<file path="src/hw/can_bit_timing_map.vh">
// Purpose: register offsets, field positions and fixed timing counts for CAN bit timing
// Assumes: byte-wide registers on the device's internal register port
// Notes: definitions only
`ifndef CAN_BIT_TIMING_MAP_VH
`define CAN_BIT_TIMING_MAP_VH

////////////////////////////////////////////////////////////////////////////////
// register offsets
`define PHASE_TWO_CFG_ADDR 8'h28
`define SEGMENT_SAMPLING_CFG_ADDR 8'h29
`define PRESCALER_JUMP_WIDTH_CFG_ADDR 8'h2A

////////////////////////////////////////////////////////////////////////////////
// reset values
`define PRESCALER_JUMP_WIDTH_CFG_RST 8'h00
`define SEGMENT_SAMPLING_CFG_RST 8'h00
`define PHASE_TWO_CFG_RST 3'h0

////////////////////////////////////////////////////////////////////////////////
// prescaler_jump_width_cfg fields
`define QUANTUM_PRESCALER_MSB 5
`define QUANTUM_PRESCALER_LSB 0
`define RESYNC_JUMP_WIDTH_MSB 7
`define RESYNC_JUMP_WIDTH_LSB 6

// segment_sampling_cfg fields
`define PROPAGATION_LENGTH_MSB 2
`define PROPAGATION_LENGTH_LSB 0
`define PHASE_ONE_LENGTH_MSB 5
`define PHASE_ONE_LENGTH_LSB 3
`define TRIPLE_SAMPLING_BIT 6
`define PHASE_TWO_MODE_BIT 7

// phase_two_cfg field
`define PHASE_TWO_LENGTH_MSB 2
`define PHASE_TWO_LENGTH_LSB 0

////////////////////////////////////////////////////////////////////////////////
// timing counts, in time quanta
`define SYNC_SEGMENT_TQ 5'h01
`define PROCESSING_DELAY_TQ 5'h02

`endif

</file>
<file path="src/hw/tq_prescaler.v">
// Purpose: time quantum prescaler, half-quantum and quantum enables
// Assumes: i_ref_clk is the oscillator input
// Notes: one quantum is 2 x (prescaler + 1) clock periods
`timescale 1ns/100ps

module tq_prescaler (
	input wire i_ref_clk,
	input wire i_rst_n,
	input wire [5:0] i_prescaler,
	input wire i_restart,
	output wire o_half_tick,
	output wire o_tq_tick
);

reg [5:0] div_cnt_reg;
reg half_phase_reg;

////////////////////////////////////////////////////////////////////////////////
// each half quantum is prescaler + 1 clocks; two halves make one quantum
assign o_half_tick = (div_cnt_reg == i_prescaler);
assign o_tq_tick = o_half_tick && half_phase_reg;

always @(posedge i_ref_clk) begin
	if (!i_rst_n) begin
		div_cnt_reg <= 6'h00;
		half_phase_reg <= 1'b0;
	end else if (i_restart) begin
		div_cnt_reg <= 6'h00;
		half_phase_reg <= 1'b0;
	end else if (o_half_tick) begin
		div_cnt_reg <= 6'h00;
		half_phase_reg <= ~half_phase_reg;
	end else begin
		// guards a prescaler lowered below the running count
		div_cnt_reg <= (div_cnt_reg > i_prescaler) ? 6'h00 : div_cnt_reg + 6'h01;
	end
end

endmodule // tq_prescaler

</file>
<file path="src/hw/can_bit_timing_config.v">
// Purpose: CAN bit timing registers and the bit-time engine they steer
// Assumes: i_bus_receive_pin is asynchronous; recessive is 1
// Notes: mode, bus idle and transmit status come from neighbouring logic
//
// Contract
// - timing registers written only in configuration mode
// - quantum is 2 x (prescaler + 1) oscillator periods
// - jump width from bits 7-6 of first register
// - propagation segment is field plus one quanta
// - phase one is bits 5-3 plus one quanta
// - triple sampling: three samples, majority vote
// - single sample at end of phase one
// - mode one: phase two from third register field
// - mode zero: phase two is max(phase one, 2)
// - phase two field ignored when mode is zero
// - every bit starts with one-quantum sync segment
// - falling edge at bus idle restarts bit timing
`timescale 1ns/100ps
`include "can_bit_timing_map.vh"

module can_bit_timing_config (
	input wire i_ref_clk,
	input wire i_rst_n,
	input wire [7:0] i_reg_addr,
	input wire [7:0] i_reg_wdata,
	input wire i_reg_we,
	output reg [7:0] o_reg_rdata,
	input wire i_config_mode,
	input wire i_bus_idle,
	input wire i_transmitting,
	input wire i_bus_receive_pin,
	output wire o_tq_tick,
	output reg o_bit_start,
	output reg o_sample_point,
	output reg o_sampled_bit,
	output reg o_in_sync_segment
);

localparam ST_SYNC = 2'h0;
localparam ST_TSEG1 = 2'h1;
localparam ST_PS2 = 2'h2;

reg [7:0] prescaler_jump_width_cfg_reg;
reg [7:0] segment_sampling_cfg_reg;
reg [2:0] phase_two_cfg_reg;
reg [7:0] rdata_next;
reg rx_meta_reg;
reg rx_sync_reg;
reg rx_prev_reg;
reg [1:0] half_hist_reg;
reg [1:0] state_reg;
reg [4:0] seg_cnt_reg;
reg [2:0] extend_reg;
reg [2:0] shrink_reg;
reg synced_reg;
reg restart_pulse;
reg vote;

wire half_tick;
wire tq_tick;
wire [5:0] quantum_prescaler;
wire [4:0] jump_len;
wire [4:0] prop_len;
wire [4:0] ph1_len;
wire [4:0] ph2_prog_len;
wire [4:0] ph2_len;
wire [4:0] tseg1_len;
wire [4:0] tseg1_end;
wire [4:0] ph2_end;
wire [4:0] ph2_left;
wire [4:0] tseg1_err;
wire fall_edge;
wire hard_sync;
wire resync;

////////////////////////////////////////////////////////////////////////////////
// register port
always @(posedge i_ref_clk) begin
	if (!i_rst_n) begin
		prescaler_jump_width_cfg_reg <= `PRESCALER_JUMP_WIDTH_CFG_RST;
		segment_sampling_cfg_reg <= `SEGMENT_SAMPLING_CFG_RST;
		phase_two_cfg_reg <= `PHASE_TWO_CFG_RST;
	end else if (i_reg_we && i_config_mode) begin
		if (i_reg_addr == `PRESCALER_JUMP_WIDTH_CFG_ADDR)
			prescaler_jump_width_cfg_reg <= i_reg_wdata;
		if (i_reg_addr == `SEGMENT_SAMPLING_CFG_ADDR)
			segment_sampling_cfg_reg <= i_reg_wdata;
		if (i_reg_addr == `PHASE_TWO_CFG_ADDR)
			phase_two_cfg_reg <= i_reg_wdata[`PHASE_TWO_LENGTH_MSB:`PHASE_TWO_LENGTH_LSB];
	end
end

// unmapped addresses and unused bits of the third register read zero
always @* begin
	rdata_next = 8'h00;
	case (i_reg_addr)
	`PRESCALER_JUMP_WIDTH_CFG_ADDR: begin
		rdata_next = prescaler_jump_width_cfg_reg;
	end
	`SEGMENT_SAMPLING_CFG_ADDR: begin
		rdata_next = segment_sampling_cfg_reg;
	end
	`PHASE_TWO_CFG_ADDR: begin
		rdata_next = {5'h00, phase_two_cfg_reg};
	end
	default: begin
		rdata_next = 8'h00;
	end
	endcase
end

always @(posedge i_ref_clk) begin
	if (!i_rst_n)
		o_reg_rdata <= 8'h00;
	else
		o_reg_rdata <= rdata_next;
end

////////////////////////////////////////////////////////////////////////////////
// segment lengths in quanta
assign quantum_prescaler =
	prescaler_jump_width_cfg_reg[`QUANTUM_PRESCALER_MSB:`QUANTUM_PRESCALER_LSB];
assign jump_len = {3'h0, prescaler_jump_width_cfg_reg[`RESYNC_JUMP_WIDTH_MSB:
	`RESYNC_JUMP_WIDTH_LSB]} + 5'h01;
assign prop_len = {2'h0, segment_sampling_cfg_reg[`PROPAGATION_LENGTH_MSB:
	`PROPAGATION_LENGTH_LSB]} + 5'h01;
assign ph1_len = {2'h0, segment_sampling_cfg_reg[`PHASE_ONE_LENGTH_MSB:
	`PHASE_ONE_LENGTH_LSB]} + 5'h01;
assign ph2_prog_len = {2'h0, phase_two_cfg_reg} + 5'h01;
// field only reaches the mux on the programmed path
assign ph2_len = segment_sampling_cfg_reg[`PHASE_TWO_MODE_BIT] ? ph2_prog_len :
	((ph1_len > `PROCESSING_DELAY_TQ) ? ph1_len : `PROCESSING_DELAY_TQ);
assign tseg1_len = prop_len + ph1_len;
assign tseg1_end = tseg1_len + {2'h0, extend_reg} - 5'h01;
assign ph2_end = ph2_len - {2'h0, shrink_reg} - 5'h01;
assign ph2_left = ph2_len - seg_cnt_reg;
assign tseg1_err = seg_cnt_reg + 5'h01;

tq_prescaler u_tq_prescaler (
	.i_ref_clk(i_ref_clk),
	.i_rst_n(i_rst_n),
	.i_prescaler(quantum_prescaler),
	.i_restart(restart_pulse),
	.o_half_tick(half_tick),
	.o_tq_tick(tq_tick)
);

assign o_tq_tick = tq_tick;

////////////////////////////////////////////////////////////////////////////////
// receive pin synchroniser and edge detect
always @(posedge i_ref_clk) begin
	if (!i_rst_n) begin
		rx_meta_reg <= 1'b1;
		rx_sync_reg <= 1'b1;
		rx_prev_reg <= 1'b1;
	end else begin
		rx_meta_reg <= i_bus_receive_pin;
		rx_sync_reg <= rx_meta_reg;
		rx_prev_reg <= rx_sync_reg;
	end
end

// only recessive-to-dominant edges synchronise
assign fall_edge = rx_prev_reg && !rx_sync_reg;
assign hard_sync = fall_edge && i_bus_idle;
// one sync per bit, and only when the last sampled bit was recessive
assign resync = fall_edge && !i_bus_idle && !synced_reg && o_sampled_bit;

// half-quantum history feeds the vote
always @(posedge i_ref_clk) begin
	if (!i_rst_n)
		half_hist_reg <= 2'h3;
	else if (half_tick)
		half_hist_reg <= {half_hist_reg[0], rx_sync_reg};
end

always @* begin
	if (segment_sampling_cfg_reg[`TRIPLE_SAMPLING_BIT])
		vote = (half_hist_reg[1] & half_hist_reg[0]) | (half_hist_reg[1] & rx_sync_reg) |
			(half_hist_reg[0] & rx_sync_reg);
	else
		vote = rx_sync_reg;
end

////////////////////////////////////////////////////////////////////////////////
// bit-time engine
always @* begin
	restart_pulse = 1'b0;
	if (hard_sync)
		restart_pulse = 1'b1;
	else if (resync && state_reg == ST_PS2 && ph2_left <= jump_len)
		restart_pulse = 1'b1;
end

always @(posedge i_ref_clk) begin
	if (!i_rst_n) begin
		state_reg <= ST_SYNC;
		seg_cnt_reg <= 5'h00;
		extend_reg <= 3'h0;
		shrink_reg <= 3'h0;
		synced_reg <= 1'b0;
		o_bit_start <= 1'b0;
		o_sample_point <= 1'b0;
		o_sampled_bit <= 1'b1;
		o_in_sync_segment <= 1'b1;
	end else begin
		o_bit_start <= 1'b0;
		o_sample_point <= 1'b0;
		if (restart_pulse) begin
			// the edge now lies in a fresh sync segment
			state_reg <= ST_SYNC;
			seg_cnt_reg <= 5'h00;
			extend_reg <= 3'h0;
			shrink_reg <= 3'h0;
			synced_reg <= 1'b1;
			o_bit_start <= 1'b1;
			o_in_sync_segment <= 1'b1;
		end else begin
			if (resync) begin
				synced_reg <= 1'b1;
				// positive error lengthens phase one, not while transmitting
				if (state_reg == ST_TSEG1 && !i_transmitting)
					extend_reg <= (tseg1_err < jump_len) ? tseg1_err[2:0] : jump_len[2:0];
				else if (state_reg == ST_PS2)
					shrink_reg <= jump_len[2:0];
			end
			if (tq_tick) begin
				case (state_reg)
				ST_SYNC: begin
					// sync segment is one quantum long
					state_reg <= ST_TSEG1;
					seg_cnt_reg <= 5'h00;
					o_in_sync_segment <= 1'b0;
				end
				ST_TSEG1: begin
					if (seg_cnt_reg >= tseg1_end) begin
						state_reg <= ST_PS2;
						seg_cnt_reg <= 5'h00;
						o_sample_point <= 1'b1;
						o_sampled_bit <= vote;
					end else begin
						seg_cnt_reg <= seg_cnt_reg + 5'h01;
					end
				end
				ST_PS2: begin
					if (seg_cnt_reg >= ph2_end) begin
						state_reg <= ST_SYNC;
						seg_cnt_reg <= 5'h00;
						extend_reg <= 3'h0;
						shrink_reg <= 3'h0;
						synced_reg <= 1'b0;
						o_bit_start <= 1'b1;
						o_in_sync_segment <= 1'b1;
					end else begin
						seg_cnt_reg <= seg_cnt_reg + 5'h01;
					end
				end
				default: begin
					state_reg <= ST_SYNC;
					seg_cnt_reg <= 5'h00;
				end
				endcase
			end
		end
	end
end

endmodule // can_bit_timing_config

</file>
<file path="config.mk">
export PLATFORM = sky130hd
export DESIGN_NAME = can_bit_timing_config
export DESIGN_NICKNAME = d
export VERILOG_FILES = /design/src/hw/tq_prescaler.v /design/src/hw/can_bit_timing_config.v
export VERILOG_INCLUDE_DIRS = /design/src /design/src/hw
export SDC_FILE = /design/constraint.sdc
export NUM_CORES = 1
export LEC_CHECK = 0
export ABC_CLOCK_PERIOD_IN_PS = 3780
export BUFFER_PORTS_ARGS = -buffer_cell sky130_fd_sc_hd__buf_2
export CAP_MARGIN = 15
export CORE_UTILIZATION = 50
export DETAILED_ROUTE_END_ITERATION = 8
export PLACE_DENSITY = 0.73
export SETUP_SLACK_MARGIN = 0.2
export SLEW_MARGIN = 15
export SYNTH_ARGS = -nofsm -noshare
export SYNTH_HDL_FRONTEND = slang
export SYNTH_SLANG_ARGS = --single-unit
</file>
<file path="constraint.sdc">
create_clock -name i_ref_clk -period 3.78 [get_ports i_ref_clk]
set_input_delay 0.189 -clock i_ref_clk [delete_from_list [all_inputs] [get_ports i_ref_clk]]
set_output_delay 0.189 -clock i_ref_clk [all_outputs]
set_load 0.01 [all_outputs]
</file>
# --- After elaboration in Yosys (flattened, before gate mapping) ---
# Cells that the tools add are included.
totals:
  reg_bits: 57
  word_cells: 116
classes:
  n_addsub: 12
  n_lt_le_gt_ge: 6
  eq_ne: 8
  bitwise: 10
  reduce_logical: 25
  n_mux: 36
ops:
  columns: ["op", "count"]
  rows:
  - ["$mux W3", 12]
  - ["$eq A8 B6 Y1 const B", 3]
  - ["$pmux W8 S3", 1]
  - ["$mux W1", 14]
  - ["$add A3 B1 Y4 const B", 3]
  - ["$ge A5 B5 Y1", 2]
  - ["$logic_and A1 B1 Y1", 10]
  - ["$mux W5", 2]
  - ["$pmux W5 S2", 1]
  - ["$sub A5 B1 Y5 const B", 2]
  - ["$mux W4", 2]
  - ["$reduce_or A4 Y1", 2]
  - ["$add A6 B1 Y6 const B", 1]
  - ["$eq A6 B6 Y1", 1]
  - ["$gt A6 B6 Y1", 1]
  - ["$pmux W2 S3", 1]
  - ["$reduce_and A2 Y1", 3]
  - ["$reduce_and A3 Y1", 2]
  - ["$add A4 B4 Y5", 1]
  - ["$add A5 B1 Y5 const B", 1]
  - ["$add A5 B3 Y5", 1]
  - ["$le A5 B3 Y1", 1]
  - ["$lt A5 B3 Y1", 1]
  - ["$not A1 Y1", 5]
  - ["other kinds (16)", 24]

# --- Longest topological paths before layout ---
depth:
  depth_word: 11
  mapped_depth: 18
  mapped_depth_nobuf: 18

# --- Cells and area by module ---
# Synthesis repeated with hierarchy kept, for this count alone.
hier_totals:
  hier_cells: 390
  area_unflattened_um2: 3584.7
by_module_without_submodules:
  columns: ["mod", "area_each_um2", "cells_per_inst", "instances", "seq_area_each_um2"]
  rows:
  - ["can_bit_timing_config", 3144.3, 339, 1, 1001.0]
  - ["tq_prescaler", 440.4, 51, 1, 140.1]

# --- Least setup slack after synthesis ---
# Ideal clock, no wire load.
synth_path:
  path_kind: "reg2reg"
  start: "register segment_sampling_cfg_reg[4]"
  end: "register seg_cnt_reg[0]"
  setup_time_ns: 0.072
  slack_ns: 0.345
  stages_incl_launch_ff: 15
  required_ns: 3.708
  arrival_time_ns: 3.364
  path_cell_list: "dfxtp_1 > inv_1 > ha_1 > fa_1 > inv_1 > ha_1 > fa_1 > inv_1 > ha_1 > a21oi_1 > o21ai_0 > o311ai_1 > o21ai_0 > or3_1 > a21oi_1"
synth_between:
  elab_chain_cells: 10
synth_lines:
  columns: ["item", "line", "source"]
  rows:
  - ["start: declaration", "can_bit_timing_config.v:44", "reg [7:0] segment_sampling_cfg_reg;"]
  - ["start signal: assignment", "can_bit_timing_config.v:81", "segment_sampling_cfg_reg <= `SEGMENT_SAMPLING_CFG_RST;"]
  - ["start signal: assignment", "can_bit_timing_config.v:87", "segment_sampling_cfg_reg <= i_reg_wdata;"]
  - ["$add A3 B1 Y4 (*)", "can_bit_timing_config.v:127", "assign ph1_len = {2'h0, segment_sampling_cfg_reg[`PHASE_ONE_LENGTH_MSB:"]
  - ["parallel branches: the longest is 9 deep, another holds $sub A4 B3 Y5", null, null]
  - ["end signal: assignment", "can_bit_timing_config.v:243", "seg_cnt_reg <= seg_cnt_reg + 5'h01;"]
  - ["end signal: assignment", "can_bit_timing_config.v:256", "seg_cnt_reg <= seg_cnt_reg + 5'h01;"]
  - ["end: declaration", "can_bit_timing_config.v:52", "reg [4:0] seg_cnt_reg;"]
# Every way passes the cells marked *.
# A chain may end at the register's enable or synchronous reset.

# --- Worst setup path after layout ---
layout_path:
  start: "register segment_sampling_cfg_reg[4]"
  end: "register shrink_reg[2]"
layout_between:
  elab_chain_cells: 10
layout_lines:
  columns: ["item", "line", "source"]
  rows:
  - ["$add A3 B1 Y4 (*)", "can_bit_timing_config.v:127", null]
  - ["$gt A4 B2 Y1 (no line)", null, null]
  - ["$mux W4 (no line) (*)", null, null]
  - ["$mux W4 (*)", "can_bit_timing_config.v:131", "assign ph2_len = segment_sampling_cfg_reg[`PHASE_TWO_MODE_BIT] ? ph2_prog_len :"]
  - ["$sub A4 B3 Y5 or $sub A4 B5 Y5 (tied branches)", "can_bit_timing_config.v:135, can_bit_timing_config.v:136", null]
  - ["$sub A5 B1 Y5 or $le A5 B3 Y1 (tied branches)", "can_bit_timing_config.v:135, can_bit_timing_config.v:192", null]
  - ["$ge A5 B5 Y1 or $logic_and A1 B1 Y1 (tied branches)", "can_bit_timing_config.v:247, can_bit_timing_config.v:192", null]
  - ["$mux W3 or $mux W1 (tied branches)", "can_bit_timing_config.v:247, can_bit_timing_config.v:192", null]
  - ["$mux W3 or $mux W1 (tied branches)", "can_bit_timing_config.v:229, can_bit_timing_config.v:190", null]
  - ["$mux W3 or $reduce_or A2 Y1 (tied branches)", null, null]
  - ["end signal: assignment", "can_bit_timing_config.v:226", "shrink_reg <= jump_len[2:0];"]
  - ["end: declaration", "can_bit_timing_config.v:54", "reg [2:0] shrink_reg;"]
# Mark *: on every way between the ends. The rest lies on a longest branch, timed or not.

==> summary.md <==
| Metric | Value |
|---|---|
| Reg-to-reg startpoint | segment_sampling_cfg_reg[4]$_SDFFE_PN0P_ |
| Placed cell area | roughly 0.0037 mm² |
| Slew headroom | approximately 55% |
| Async SR Flop Fraction | 0% |
| Primary FF master, synth | dfxtp_1 |
| Root buffer cell | clkbuf_8 |
| Core area | approximately 0.0065 mm² |
| First-pass GRT wire length | about 13,000 µm |
| Achievable Freq | roughly 280 MHz |
| GR Layer Usage met2 | between 30% and 40% |
| R2R cell count | 17 |
| Clk Latency, worst-skew pair | between 0.3 and 0.4 ns |
| Final Hold Fails | 0 |
| Hold_buf cts | 0 |
| CP max stage delay | just under 0.6 ns |
| Req. time, crit path | approximately 4.0 ns |
| Number of port buffers | 35 |
| Pre-CTS WS | approximately 0.0039 ns |
| Post-route cell area | around 0.0041 mm² |
| H-tree depth | 3 |
| Dominant cell type by area after synthesis | dfxtp_1 |
| Top Ports | 36 |
| Synth top area cells | dfxtp_1 33%, ha_1 15%, mux2i_1 8.7%, nor2_1 6.5%, inv_1 3.9% |
| Critical path endpoint category | flop |
| Clock sink count | 57 |
| Startpoint types | flop |
| PnR worst setup slack | between 0.2 and 0.25 ns |
| # DRC | 0 |
| CP startpoint | segment_sampling_cfg_reg[4]$_SDFFE_PN0P_ |
| Worst slew pin tran | just under 0.7 ns |
| Hold path start | i_bus_receive_pin |
| Total Wirelength | 7990 µm |
| RSZ-0062 raised after global routing | yes |
| Final nets | between 500 and 600 |
| Number of flops mapped to enable cells by yosys | 0 |
| Total CTS buffers | 9 |
| Crit path buf inv count | 3 |
| Final Setup Violations | 0 |
| Pwr/cell area | around 340 mW/mm² |
| CP most frequent cell | nor2_1 |
| Tmin final | 3.58 ns |
| Distinct cells, synth | between 40 and 50 |
| Diode count | 0 |
| ANT nets after route | 0 |
| Final Total Pwr | around 1.4 mW |
| Vias post-DR | 2,848 |
| Cell Chain, Critical Path | inv_4, ha_4, nor2_2, nor2_1, nor2_1, o21a_1, inv_1, ha_2, inv_2, fa_1, ha_1, nor2b_4, o21ai_1, a32oi_1, or4_4, nand4_1, nor2_1 |
| Die area | 0.00727 mm² |
| Netlist Area Pre-Place | between 0.003 and 0.004 mm² |
| Critical Path Slowest Stage Cell | or4_4 |
| Slew Viols, Final | 0 |
| Crit path max fanout | 6 |
| GR Layer Usage met3 | between 4 and 5% |
| Worst VDD drop | between 0.2 and 0.3 mV |
| Synthesized Nets | around 470 |
| Largest net degree at the start of global routing | 22 |
| Skew final | slightly above 0.008 ns |
| Filler instances | ~530 |
| Synth warnings | 0 |
| Status | completed |
| Post-synthesis register bit count | 57 |
| Clk slew on worst S/H paths | approximately 0.070 ns |
| Initial antenna violation count | 0 |
| Die Width | 85.2 µm |
| Data arrival, critical path | 3.79 ns |
| DR vias/cell | approximately 5.5 |
| RR Endpoint | shrink_reg[2]$_SDFF_PP0_ |
| Setup_tns | 0 ns |
| Count leader, synth | nor2_1 |
| Post-synthesis sequential area ratio | between 30 and 40% |
| CTS tree | built |
| Hold path depth | 2 |
| Commonest cells in the netlist | 60 x nor2_1, 57 x dfxtp_1, 42 x ha_1, 36 x inv_1, 30 x mux2i_1 |
| Worst-case clock buffer depth | 2 |
| Hpwl dp | 5730 µm |
| # rows | 29 |
| Total gr overflow | 0 |
| Fin crit share | between 90% and 100% |
| WS Path Type | reg -> reg |
| Share of post-route cells with drive strength above 1 | 17.8% |
| Mean Syn Cell Area | around 9 µm² |
| Top cell type's share of synthesized area | between 30% and 40% |
| Vias in the first global route | ~2,800 |
| MaxCap Viol Count | 0 |
| GP Congestion | ~0.86 |
| Syn Inst Count | 394 |
| Detailed Routing Iterations Pass 1 | 4 |
| Wire per inst | 15.6 µm |
| Hold Crit Class | in -> reg |
| Hold EP | rx_meta_reg$_SDFF_PN1_ |
| GRT Total Usage | a little under a quarter |
| Grt met1 use | just over 30% |
| Die H | around 85 µm |
| Layout area overhead | 17.0% |
| CP delay by family, top | adder cells |
| Initial core utilization | 53.0% |
| DR iter-0 viols | 110 |
| GRT busiest layer | met2 |
| LEAKAGE | 1.70 nW |
| Reg-to-reg slack, setup | just over 0.2 ns |
==> stage by stage <==
step	utilization, %	hold WS [ns]	cells
finish	62.1	0.0399	514
global placement	56.6	0.375	496
detailed placement	56.6	0.383	496
CTS	60.4	0.0241	512
floorplan	-	0.290	394
global route	62.1	0.0231	514
==> what timing repair did <==
action	in CTS	in global routing
gates resized for setup	6	21
buffers inserted	0	2
pin swaps	1	19
setup endpoints to repair	24	25
==> final cells by class <==
| class | instances | area, µm² | share of cell area [%] |
|---|---|---|---|
| inverter | 37 | 141 | 3.49 |
| clock inverter | 4 | 75.1 | 1.85 |
| multi-input combinational | 289 | 2240 | 55.2 |
| sequential | 57 | 1150 | 28.3 |
| tap | 77 | 96.3 | 2.38 |
| clock buffer | 12 | 155 | 3.83 |
| timing repair buffer | 38 | 198 | 4.88 |
==> metal layers <==
metal / up-vias / wire length [µm]
li1: 1416 / -
met5: - / 0
met3: 6 / 277
met2: 51 / 3960
met4: 0 / 69
met1: 1375 / 3690
==> how the worst max path moves through the flow <==
stage	end	slack (ns)	depth (start not counted)
6_report	shrink_reg[2]$_SDFF_PP0_	0.20	17
4_1_cts	u_tq_prescaler.div_cnt_reg[4]$_SDFF_PP0_	0.21	16
3_5_place_dp	u_tq_prescaler.div_cnt_reg[4]$_SDFF_PP0_	0.004	16
5_1_grt	o_sampled_bit$_SDFFE_PN1P_	0.08	17
3_3_place_gp	u_tq_prescaler.div_cnt_reg[3]$_SDFF_PP0_	0.14	16
2_1_floorplan	seg_cnt_reg[0]$_SDFFE_PP0P_	0.34	14
==> worst register-to-register path, delay by kind of cell (launching register included) <==
kind,cells,cell delay [ns]
fa+ha+maj,4,1.27
simple gates,7,1.25
compound gates,3,0.41
flops,1,0.39
buf+inv,3,0.14
==> kinds of logic (layout without fill, tap and decap cells) <==
logic type / after synthesis / in the layout / share of synthesized area [%]
buffers and inverters: 48 / 91 / 5.45
and+or+nand+nor: 130 / 130 / 18.2
DFF: 57 / 57 / 32.9
AOI/OAI and AO/OA: 64 / 64 / 11.6
xor gates and xnor gates: 14 / 14 / 3.54
adders and majority gates: 48 / 48 / 18.6
muxes: 33 / 33 / 9.64
==> cell usage in the layout, fill, tap and decap left out, drive strengths merged, types with 5 or more instances in the layout <==
master / n
a21o: 8
a21oi: 26
fa: 6
xnor2: 6
inv: 36
o21ai: 10
nand2b: 15
mux2i: 30
a22oi: 5
buf: 38
nand2: 17
ha: 42
xor2: 8
nand3: 12
nor2: 60
clkbuf: 12
dfxtp: 57
==> where the power goes <==
part / switching (mW) / total, mW / internal, mW / leakage, nW
clock network: 0.254 / 0.661 / 0.407 / 0.109
registers: 0.00568 / 0.612 / 0.607 / 0.462
logic: 0.0517 / 0.0882 / 0.0365 / 1.13
(Power assumes the default switching activity.)
